==> config.mk <==
export PLATFORM = sky130hd
export DESIGN_NAME = flash_cmd_ctrl_flat
export DESIGN_NICKNAME = d
export VERILOG_FILES = /design/src/rtl/flash_cmd_pkg.sv /design/src/rtl/flash_link_if.sv /design/src/rtl/flash_cmd_ctrl.sv /design/src/flat_wrapper.sv
export SDC_FILE = /design/constraint.sdc
export NUM_CORES = 1
export LEC_CHECK = 0
export ABC_AREA = 0
export BUFFER_PORTS_ARGS = -buffer_cell sky130_fd_sc_hd__buf_2
export CAP_MARGIN = 20
export CORE_AREA = 2 2 96 98
export DETAILED_ROUTE_END_ITERATION = 8
export DIE_AREA = 0 0 98 100
export PLACE_DENSITY = 0.91
export SYNTH_ARGS = -nofsm -noshare
export SYNTH_HDL_FRONTEND = slang
export SYNTH_SLANG_ARGS = --single-unit
==> constraint.sdc <==
create_clock -name mclk_i -period 3.8 [get_ports mclk_i]
set_clock_uncertainty 0.1 [all_clocks]
set_input_delay 0.76 -clock mclk_i [delete_from_list [all_inputs] [get_ports mclk_i]]
set_output_delay 0.76 -clock mclk_i [all_outputs]
set_load 0.05 [all_outputs]
==> src/rtl/flash_cmd_pkg.sv <==
// Constants, table contents and state types for the reset / unique-ID /
// parameter-table command slice and its controller.
// Assumes both ends run on the same 25 MHz system clock.
`default_nettype none
package flash_cmd_pkg;

    localparam logic [7:0] OP_RESET_ARM = 8'h66;
    localparam logic [7:0] OP_RESET_EXEC = 8'h99;
    localparam logic [7:0] OP_NOP = 8'h00;
    localparam logic [7:0] OP_UID_READ = 8'h4B;
    localparam logic [7:0] OP_TABLE_READ = 8'h5A;

    localparam int UID_DUMMY_BYTES = 4;
    localparam int TBL_ADDR_BYTES = 3;
    localparam int TBL_DUMMY_BYTES = 1;
    localparam int UID_BITS = 128;
    localparam int TBL_BYTES = 24;

    localparam logic [7:0] TBL_MFR_LOC = 8'h10;
    localparam logic [7:0] TBL_BLANK = 8'hFF;
    // Arbitrary neutral values, not tied to any real part
    localparam logic [7:0] MFR_CODE_DEFAULT = 8'hA5;
    localparam logic [127:0] UNIQUE_ID_DEFAULT = 128'h0123456789ABCDEF_FEDCBA9876543210;

    // Header area of the parameter table; the manufacturer slot is patched at run time
    localparam logic [7:0] TBL_ROM [0:23] = '{
        8'h53, 8'h46, 8'h44, 8'h50, 8'h00, 8'h01, 8'h01, 8'hFF,
        8'h00, 8'h00, 8'h01, 8'h09, 8'h30, 8'h00, 8'h00, 8'hFF,
        8'h00, 8'h00, 8'h01, 8'h03, 8'h90, 8'h00, 8'h00, 8'hFF
    };

    localparam int CLK_NS = 40;
    localparam int SCLK_HALF_NS = 80;
    localparam int CS_HIGH_NS = 80;
    localparam int SCLK_HALF_CYC = (SCLK_HALF_NS + CLK_NS - 1) / CLK_NS;
    localparam int CS_GAP_CYC = (CS_HIGH_NS + CLK_NS - 1) / CLK_NS;

    typedef enum {DS_OPCODE, DS_ADDR, DS_DUMMY, DS_UID, DS_TABLE, DS_SKIP} dev_state_t;
    typedef enum {HS_IDLE, HS_FRAME, HS_GAP} host_state_t;

endpackage
`default_nettype wire

==> src/rtl/flash_link_if.sv <==
// Serial link between the flash controller and the flash command slice.
// Assumes the testbench supplies the shared clock to both ends.
`timescale 1ns/10ps
`default_nettype none
interface flash_link_if;
    logic cs_n;
    logic sclk;
    logic si;
    logic so;
    logic so_oe_n;
    logic [2:0] upper_serial_lines;

    modport ctrl (
        output cs_n, sclk, si, upper_serial_lines,
        input so, so_oe_n
    );
    modport flash (
        input cs_n, sclk, si, upper_serial_lines,
        output so, so_oe_n
    );
endinterface
`default_nettype wire

==> src/rtl/flash_cmd_ctrl.sv <==
// Controller end: turns user commands into serial frames and returns
// read bytes through a small buffer that stalls the serial clock when full.
// Assumes the flash end shares mclk_i.
`timescale 1ns/10ps
`default_nettype none
module flash_cmd_ctrl #(
    parameter int HALF_CYC = flash_cmd_pkg::SCLK_HALF_CYC,
    parameter int GAP_CYC = flash_cmd_pkg::CS_GAP_CYC,
    parameter int DEPTH = 2
) (
    input wire logic mclk_i,
    input wire logic resetn_i,
    flash_link_if.ctrl link,
    input wire logic cmd_valid_i,
    output logic cmd_ready_o,
    input wire logic [7:0] cmd_op_i,
    input wire logic [23:0] cmd_addr_i,
    input wire logic [7:0] cmd_len_i,
    output logic rd_valid_o,
    input wire logic rd_ready_i,
    output logic [7:0] rd_data_o,
    output logic done_o
);

    localparam int PW = $clog2(DEPTH);

    flash_cmd_pkg::host_state_t st_r, st_nxt;
    logic [7:0] div_r, div_nxt;
    logic [7:0] gap_r, gap_nxt;
    logic sclk_r, sclk_nxt;
    logic cs_n_r, cs_n_nxt;
    logic [39:0] tx_r, tx_nxt;
    logic [2:0] txl_r, txl_nxt;
    logic [7:0] rxl_r, rxl_nxt;
    logic [2:0] bit_r, bit_nxt;
    logic [7:0] rx_r, rx_nxt;
    logic exec_r, exec_nxt;
    logic done_r, done_nxt;
    logic [7:0] mem_r [0:DEPTH-1];
    logic [7:0] mem_nxt [0:DEPTH-1];
    logic [PW-1:0] wp_r, wp_nxt, rp_r, rp_nxt;
    logic [PW:0] cnt_r, cnt_nxt;
    logic full, push, pop, rx_phase, tick;
    logic [7:0] op_send;

    assign full = (cnt_r == (PW + 1)'(DEPTH));
    assign rx_phase = (txl_r == 3'b000);
    assign tick = (div_r == 8'(HALF_CYC - 1));
    assign pop = rd_valid_o & rd_ready_i;
    // Execute is always preceded by its own arm frame
    assign op_send = (cmd_op_i == flash_cmd_pkg::OP_RESET_EXEC) ? flash_cmd_pkg::OP_RESET_ARM
                                                                : cmd_op_i;

    always_comb
    begin
        st_nxt = st_r;
        div_nxt = div_r;
        gap_nxt = gap_r;
        sclk_nxt = sclk_r;
        cs_n_nxt = cs_n_r;
        tx_nxt = tx_r;
        txl_nxt = txl_r;
        rxl_nxt = rxl_r;
        bit_nxt = bit_r;
        rx_nxt = rx_r;
        exec_nxt = exec_r;
        done_nxt = 1'b0;
        push = 1'b0;
        case (st_r)
            flash_cmd_pkg::HS_IDLE:
            begin
                if (cmd_valid_i)
                begin
                    st_nxt = flash_cmd_pkg::HS_FRAME;
                    cs_n_nxt = 1'b0;
                    div_nxt = 8'h00;
                    bit_nxt = 3'b000;
                    exec_nxt = (cmd_op_i == flash_cmd_pkg::OP_RESET_EXEC);
                    tx_nxt = {op_send, 32'h0000_0000};
                    txl_nxt = 3'b001;
                    rxl_nxt = 8'h00;
                    if (cmd_op_i == flash_cmd_pkg::OP_UID_READ)
                    begin
                        txl_nxt = 3'(1 + flash_cmd_pkg::UID_DUMMY_BYTES);
                        rxl_nxt = cmd_len_i;
                    end
                    else if (cmd_op_i == flash_cmd_pkg::OP_TABLE_READ)
                    begin
                        tx_nxt = {op_send, cmd_addr_i, 8'h00};
                        txl_nxt = 3'(1 + flash_cmd_pkg::TBL_ADDR_BYTES
                                      + flash_cmd_pkg::TBL_DUMMY_BYTES);
                        rxl_nxt = cmd_len_i;
                    end
                end
            end
            flash_cmd_pkg::HS_FRAME:
            begin
                // Clock holds low in the read phase while the buffer is full, so no byte is lost
                if (!(rx_phase && full && !sclk_r))
                begin
                    div_nxt = tick ? 8'h00 : div_r + 8'h01;
                    if (tick && !sclk_r)
                    begin
                        sclk_nxt = 1'b1;
                        if (rx_phase)
                        begin
                            rx_nxt = {rx_r[6:0], link.so};
                            push = (bit_r == 3'b111);
                        end
                    end
                    else if (tick)
                    begin
                        sclk_nxt = 1'b0;
                        bit_nxt = bit_r + 3'b001;
                        if (!rx_phase)
                        begin
                            tx_nxt = {tx_r[38:0], 1'b0};
                        end
                        if (bit_r == 3'b111)
                        begin
                            if (!rx_phase)
                            begin
                                txl_nxt = txl_r - 3'b001;
                            end
                            else
                            begin
                                rxl_nxt = rxl_r - 8'h01;
                            end
                            if ((txl_r == 3'b001 && rxl_r == 8'h00) ||
                                (rx_phase && rxl_r == 8'h01))
                            begin
                                st_nxt = flash_cmd_pkg::HS_GAP;
                                cs_n_nxt = 1'b1;
                                gap_nxt = 8'h00;
                            end
                        end
                    end
                end
            end
            flash_cmd_pkg::HS_GAP:
            begin
                gap_nxt = gap_r + 8'h01;
                if (gap_r >= 8'(GAP_CYC - 1))
                begin
                    if (exec_r)
                    begin
                        st_nxt = flash_cmd_pkg::HS_FRAME;
                        cs_n_nxt = 1'b0;
                        div_nxt = 8'h00;
                        exec_nxt = 1'b0;
                        tx_nxt = {flash_cmd_pkg::OP_RESET_EXEC, 32'h0000_0000};
                        txl_nxt = 3'b001;
                        rxl_nxt = 8'h00;
                    end
                    else
                    begin
                        st_nxt = flash_cmd_pkg::HS_IDLE;
                        done_nxt = 1'b1;
                    end
                end
            end
            default:
            begin
                st_nxt = flash_cmd_pkg::HS_IDLE;
            end
        endcase
    end

    always_comb
    begin
        mem_nxt = mem_r;
        wp_nxt = wp_r;
        rp_nxt = rp_r;
        if (push)
        begin
            mem_nxt[wp_r] = {rx_r[6:0], link.so};
            wp_nxt = wp_r + 1'b1;
        end
        if (pop)
        begin
            rp_nxt = rp_r + 1'b1;
        end
        cnt_nxt = cnt_r + (PW + 1)'(push) - (PW + 1)'(pop);
    end

    always_ff @(posedge mclk_i or negedge resetn_i)
    begin
        if (!resetn_i)
        begin
            st_r <= flash_cmd_pkg::HS_IDLE;
            div_r <= 8'h00;
            gap_r <= 8'h00;
            sclk_r <= 1'b0;
            cs_n_r <= 1'b1;
            tx_r <= 40'h00_0000_0000;
            txl_r <= 3'b000;
            rxl_r <= 8'h00;
            bit_r <= 3'b000;
            rx_r <= 8'h00;
            exec_r <= 1'b0;
            done_r <= 1'b0;
            wp_r <= '0;
            rp_r <= '0;
            cnt_r <= '0;
            for (int i = 0; i < DEPTH; i++)
            begin
                mem_r[i] <= 8'h00;
            end
        end
        else
        begin
            st_r <= st_nxt;
            div_r <= div_nxt;
            gap_r <= gap_nxt;
            sclk_r <= sclk_nxt;
            cs_n_r <= cs_n_nxt;
            tx_r <= tx_nxt;
            txl_r <= txl_nxt;
            rxl_r <= rxl_nxt;
            bit_r <= bit_nxt;
            rx_r <= rx_nxt;
            exec_r <= exec_nxt;
            done_r <= done_nxt;
            wp_r <= wp_nxt;
            rp_r <= rp_nxt;
            cnt_r <= cnt_nxt;
            mem_r <= mem_nxt;
        end
    end

    assign link.cs_n = cs_n_r;
    assign link.sclk = sclk_r;
    assign link.si = tx_r[39];
    assign link.upper_serial_lines = 3'b000;
    assign cmd_ready_o = (st_r == flash_cmd_pkg::HS_IDLE);
    assign rd_valid_o = (cnt_r != '0);
    assign rd_data_o = mem_r[rp_r];
    assign done_o = done_r;

endmodule // flash_cmd_ctrl
`default_nettype wire

==> src/flat_wrapper.sv <==
// flat-port wrapper written by rule: the top's interface ports become plain ports
module flash_cmd_ctrl_flat 
#(
    parameter int HALF_CYC = flash_cmd_pkg::SCLK_HALF_CYC,
    parameter int GAP_CYC = flash_cmd_pkg::CS_GAP_CYC,
    parameter int DEPTH = 2
)
  (mclk_i, resetn_i, cmd_valid_i, cmd_ready_o, cmd_op_i, cmd_addr_i, cmd_len_i, rd_valid_o, rd_ready_i, rd_data_o, done_o, link_cs_n, link_sclk, link_si, link_upper_serial_lines, link_so, link_so_oe_n);
  flash_link_if link_i ();
  input wire logic mclk_i;
  input wire logic resetn_i;
  input wire logic cmd_valid_i;
  output logic cmd_ready_o;
  input wire logic [7:0] cmd_op_i;
  input wire logic [23:0] cmd_addr_i;
  input wire logic [7:0] cmd_len_i;
  output logic rd_valid_o;
  input wire logic rd_ready_i;
  output logic [7:0] rd_data_o;
  output logic done_o;
  output wire logic [$bits(link_i.cs_n)-1:0] link_cs_n;
  output wire logic [$bits(link_i.sclk)-1:0] link_sclk;
  output wire logic [$bits(link_i.si)-1:0] link_si;
  output wire logic [$bits(link_i.upper_serial_lines)-1:0] link_upper_serial_lines;
  input wire logic [$bits(link_i.so)-1:0] link_so;
  input wire logic [$bits(link_i.so_oe_n)-1:0] link_so_oe_n;
  assign link_cs_n = link_i.cs_n;
  assign link_sclk = link_i.sclk;
  assign link_si = link_i.si;
  assign link_upper_serial_lines = link_i.upper_serial_lines;
  assign link_i.so = link_so;
  assign link_i.so_oe_n = link_so_oe_n;
  flash_cmd_ctrl #(.HALF_CYC(HALF_CYC), .GAP_CYC(GAP_CYC), .DEPTH(DEPTH)) u_core (.mclk_i(mclk_i), .resetn_i(resetn_i), .link(link_i), .cmd_valid_i(cmd_valid_i), .cmd_ready_o(cmd_ready_o), .cmd_op_i(cmd_op_i), .cmd_addr_i(cmd_addr_i), .cmd_len_i(cmd_len_i), .rd_valid_o(rd_valid_o), .rd_ready_i(rd_ready_i), .rd_data_o(rd_data_o), .done_o(done_o));
endmodule
==> results.md <==
- Gr ovfl total: 0
- GR peak layer: met2
- Met2 Usage GRT: 0.408
- Max incr delay on CP: between 0.6 and 0.7 ns
- Routing usage on met3: 0.0487
- Fillers: between 600 and 700
- Number of H-tree levels: 3
- TNS Setup: 0 ns
- Wirelength per Cell: between 15 and 20 microns
- Outcome: completed
- Area growth syn-to-layout: 11.8%
- Antenna cells: 0
- Via/cell ratio: a little over 6
- Die width: between 90 and 100 microns
- GR Layer Usage met1: 0.314
- Post-synthesis cell type count: 56
- Min Tclk post-route: 3.04 ns
- Post-route cell area: around 5700 sq um
- Drt drc: 0
- Leak pwr: ~2.6 nW
- Max clock buf depth: 2
- Post-CTS Setup Bufs: 0
- Non-Filler Instances: between 600 and 700
- Startpoint Class: flop
- Mapped Cells: 522
- Core Region: between 8000 and 9000 sq um
- TritonCTS clock tree: yes
- Syn Area/Cell: approximately 9.8 sq um
- Critical path class: flop to flop
- Layout cell share with drive strength beyond 1: 0.228
- Pin count of the biggest net entering global routing: 65
- Worst path arrival time: around 3.2 ns
- Via Count: between 4000 and 5000
- Synth Register Bits: 95
- Antenna violation net count after detailed routing: 0
- Area taken by multi-input logic gates: around 2500 sq um
- Setup violators final: 0
- Max_slew headroom: 0.308
- Final Cycle Share: 0.799
- Unrepaired setup endpoints after global routing: false
- Fmax: 329 MHz
- Dpl cells: 670
- Vias in the first global route: around 4200
- Min-delay worst type: input pin to async pin
- GRT Util Overall: 0.246
- Drt total wl: around 11 mm
- Post-synth top area cell: dfrtp_1
- Ratio of total power to cell area: approximately 340 nW/um^2
- Pre-Repair DR Iteration Count: 5
- Pwr Total: 1.94 mW
- Worst VDD drop: 207 uV
- Crit end category: flop
- Estimated wirelength of the detail-placed design: around 8.0 mm
- # nets final: about 640
- Clock slew at reported path FFs: about 0.10 ns
- Die area: about 10000 sq um
- Die outline height: approximately 100 microns
- Worst-Skew Late Latency: about 0.37 ns
- Post-CTS sizing: 0
- Final Hold Viols: 0
- Max_cap viols: 0
- CP required: 3.95 ns
- Yosys warns: 0
- Post-cts hold buffer count: 0
- Crit-path leading delay family: simple AND/OR/NAND/NOR gates
- I/O pin total: 63
- Worst path cell trace: ha_1, or4b_2, o21ai_0, a21oi_1, nand2_1, mux2_2
- Root Buffer: clkbuf_8
- Clock buffer count from CTS: 9
- Post-synthesis sequential area ratio: 0.466
- Num rows: 35
- Clk sink count: 95
- Synthesized cell area: between 5000 and 6000 sq um
- Placer Congestion: between 0.8 and 0.9
- Global-route wire length before repair: 19.7 mm
- Async set or reset register ratio after synthesis: 1.00
- Worst Path Buf+Inv: 0
- CP max FO: 11
- Top post-synthesis cells by area: dfrtp_1 46%, mux2_2 7.3%, a21oi_1 6.0%, ha_1 4.7%, nor2_1 4.6%
- EDFF count, synth: 0
- Fin util: 0.642
- Register area: approximately 2400 sq um
- Yosys top cell area share: 0.461
- Initial core utilization: 0.574
- Worst Tran Pin Value: 1.04 ns
- Max-slew violation count: 0
- Initial antenna violation count: 0
- Placed cell areas: about 5500 sq um
- Iteration-0 DRC Markers: 400
- Slowest CP cell: or4b_2
- Primary FF master, synth: dfrtp_1
- Buffers on Ports: just under 60
## power by group
| part | internal (mW) | total, mW | switching (mW) |
|---|---|---|---|
| Sequential | 1.03 | 1.06 | 0.0331 |
| Clock | 0.319 | 0.707 | 0.388 |
| Combinational | 0.0705 | 0.169 | 0.0982 |
## layout by cell type, fill, tap and decap left out, types with 5 or more instances in the layout
| cell type | instances |
|---|---|
| a21oi_1 | 61 |
| a31oi_1 | 7 |
| mux2_2 | 33 |
| buf_2 | 57 |
| dfrtp_1 | 94 |
| nor4_1 | 5 |
| inv_1 | 23 |
| buf_4 | 6 |
| clkbuf_8 | 9 |
| o21ai_0 | 25 |
| nor2_1 | 63 |
| nand3_1 | 16 |
| ha_1 | 19 |
| and3_1 | 5 |
| o31ai_1 | 5 |
| a22oi_1 | 25 |
| nand2_1 | 21 |
## per-layer routing
| layer | wire [microns] | vias to the layer above |
|---|---|---|
| li1 | - | 1991 |
| met1 | 4670 | 2062 |
| met2 | 5780 | 144 |
| met3 | 691 | 29 |
| met4 | 282 | 0 |
| met5 | 0 | - |
## synthesized netlist by cell type, drive strengths merged (5+ instances only)
library cell   n
dfrtp         94
o21ai         26
nand3         17
nand2         21
inv           23
nor2          63
clkbuf        25
ha            19
nor4           6
o31ai          5
mux2          33
and3           5
a21oi         61
a22oi         25
a31oi          7
## registers in the layout (all words and copies together) (netlist names)
| register | count |
|---|---|
| u_core.exec_r | 1 |
| u_core.rxl_r | 8 |
| u_core.div_r | 8 |
| u_core.wp_r | 1 |
| u_core.done_o | 1 |
| u_core.gap_r | 8 |
| u_core.rp_r | 1 |
| u_core.mem_r | 16 |
| u_core.bit_r | 3 |
| u_core.tx_r | 32 |
| u_core.txl_r | 3 |
| u_core.link.cs_n | 1 |
| u_core.link.sclk | 1 |
| u_core.rx_r | 7 |
| u_core.cnt_r | 2 |
| u_core.st_r | 2 |
## cells by family after synthesis
family / after synthesis / synth area share
DFF: 95 / 0.466
xor gates and xnor gates: 6 / 0.0103
AOI/OAI and AO/OA: 166 / 0.209
adders and majority gates: 19 / 0.0466
and+or+nand+nor: 146 / 0.147
muxes: 37 / 0.0806
buffers and inverters: 52 / 0.0404
other: 1 / 0.000735
## cell type report
| cell class | count | share of cell area |
|---|---|---|
| Clock buffer | 9 | 0.0217 |
| Clock inverter | 7 | 0.0151 |
| Inverter | 23 | 0.0151 |
| Multi-Input combinational cell | 377 | 0.446 |
| Sequential cell | 95 | 0.417 |
| Tap cell | 111 | 0.0243 |
| Timing Repair Buffer | 64 | 0.0614 |
## stage by stage
step | hold WS (ns) | setup slack [ns]
2_1_floorplan | 0.348 | 1.32
3_3_place_gp | 0.365 | 0.868
3_5_place_dp | 0.375 | 0.832
4_1_cts | 0.315 | 0.799
5_1_grt | 0.331 | 0.650
6_report | 0.300 | 0.762
## worst paths after layout
path                                              from                           to  slack (ns)  depth (start not counted)
setup / recovery           u_core.gap_r[0]$_DFFE_PN0P_  u_core.txl_r[1]$_DFFE_PN0P_        0.76                          6
hold / removal                                resetn_i  u_core.mem_r[1]$_DFFE_PN0P_        0.30                          1
setup reg to reg           u_core.gap_r[0]$_DFFE_PN0P_  u_core.txl_r[1]$_DFFE_PN0P_        0.76                          6
hold reg to reg            u_core.rxl_r[7]$_DFFE_PN0P_  u_core.rxl_r[7]$_DFFE_PN0P_        0.40                          1
max in group asynchronous                     resetn_i  u_core.txl_r[2]$_DFFE_PN0P_        2.61                          2
min in group mclk_i        u_core.rxl_r[7]$_DFFE_PN0P_  u_core.rxl_r[7]$_DFFE_PN0P_        0.40                          1
No activity file was read; power rests on OpenSTA's default activity.
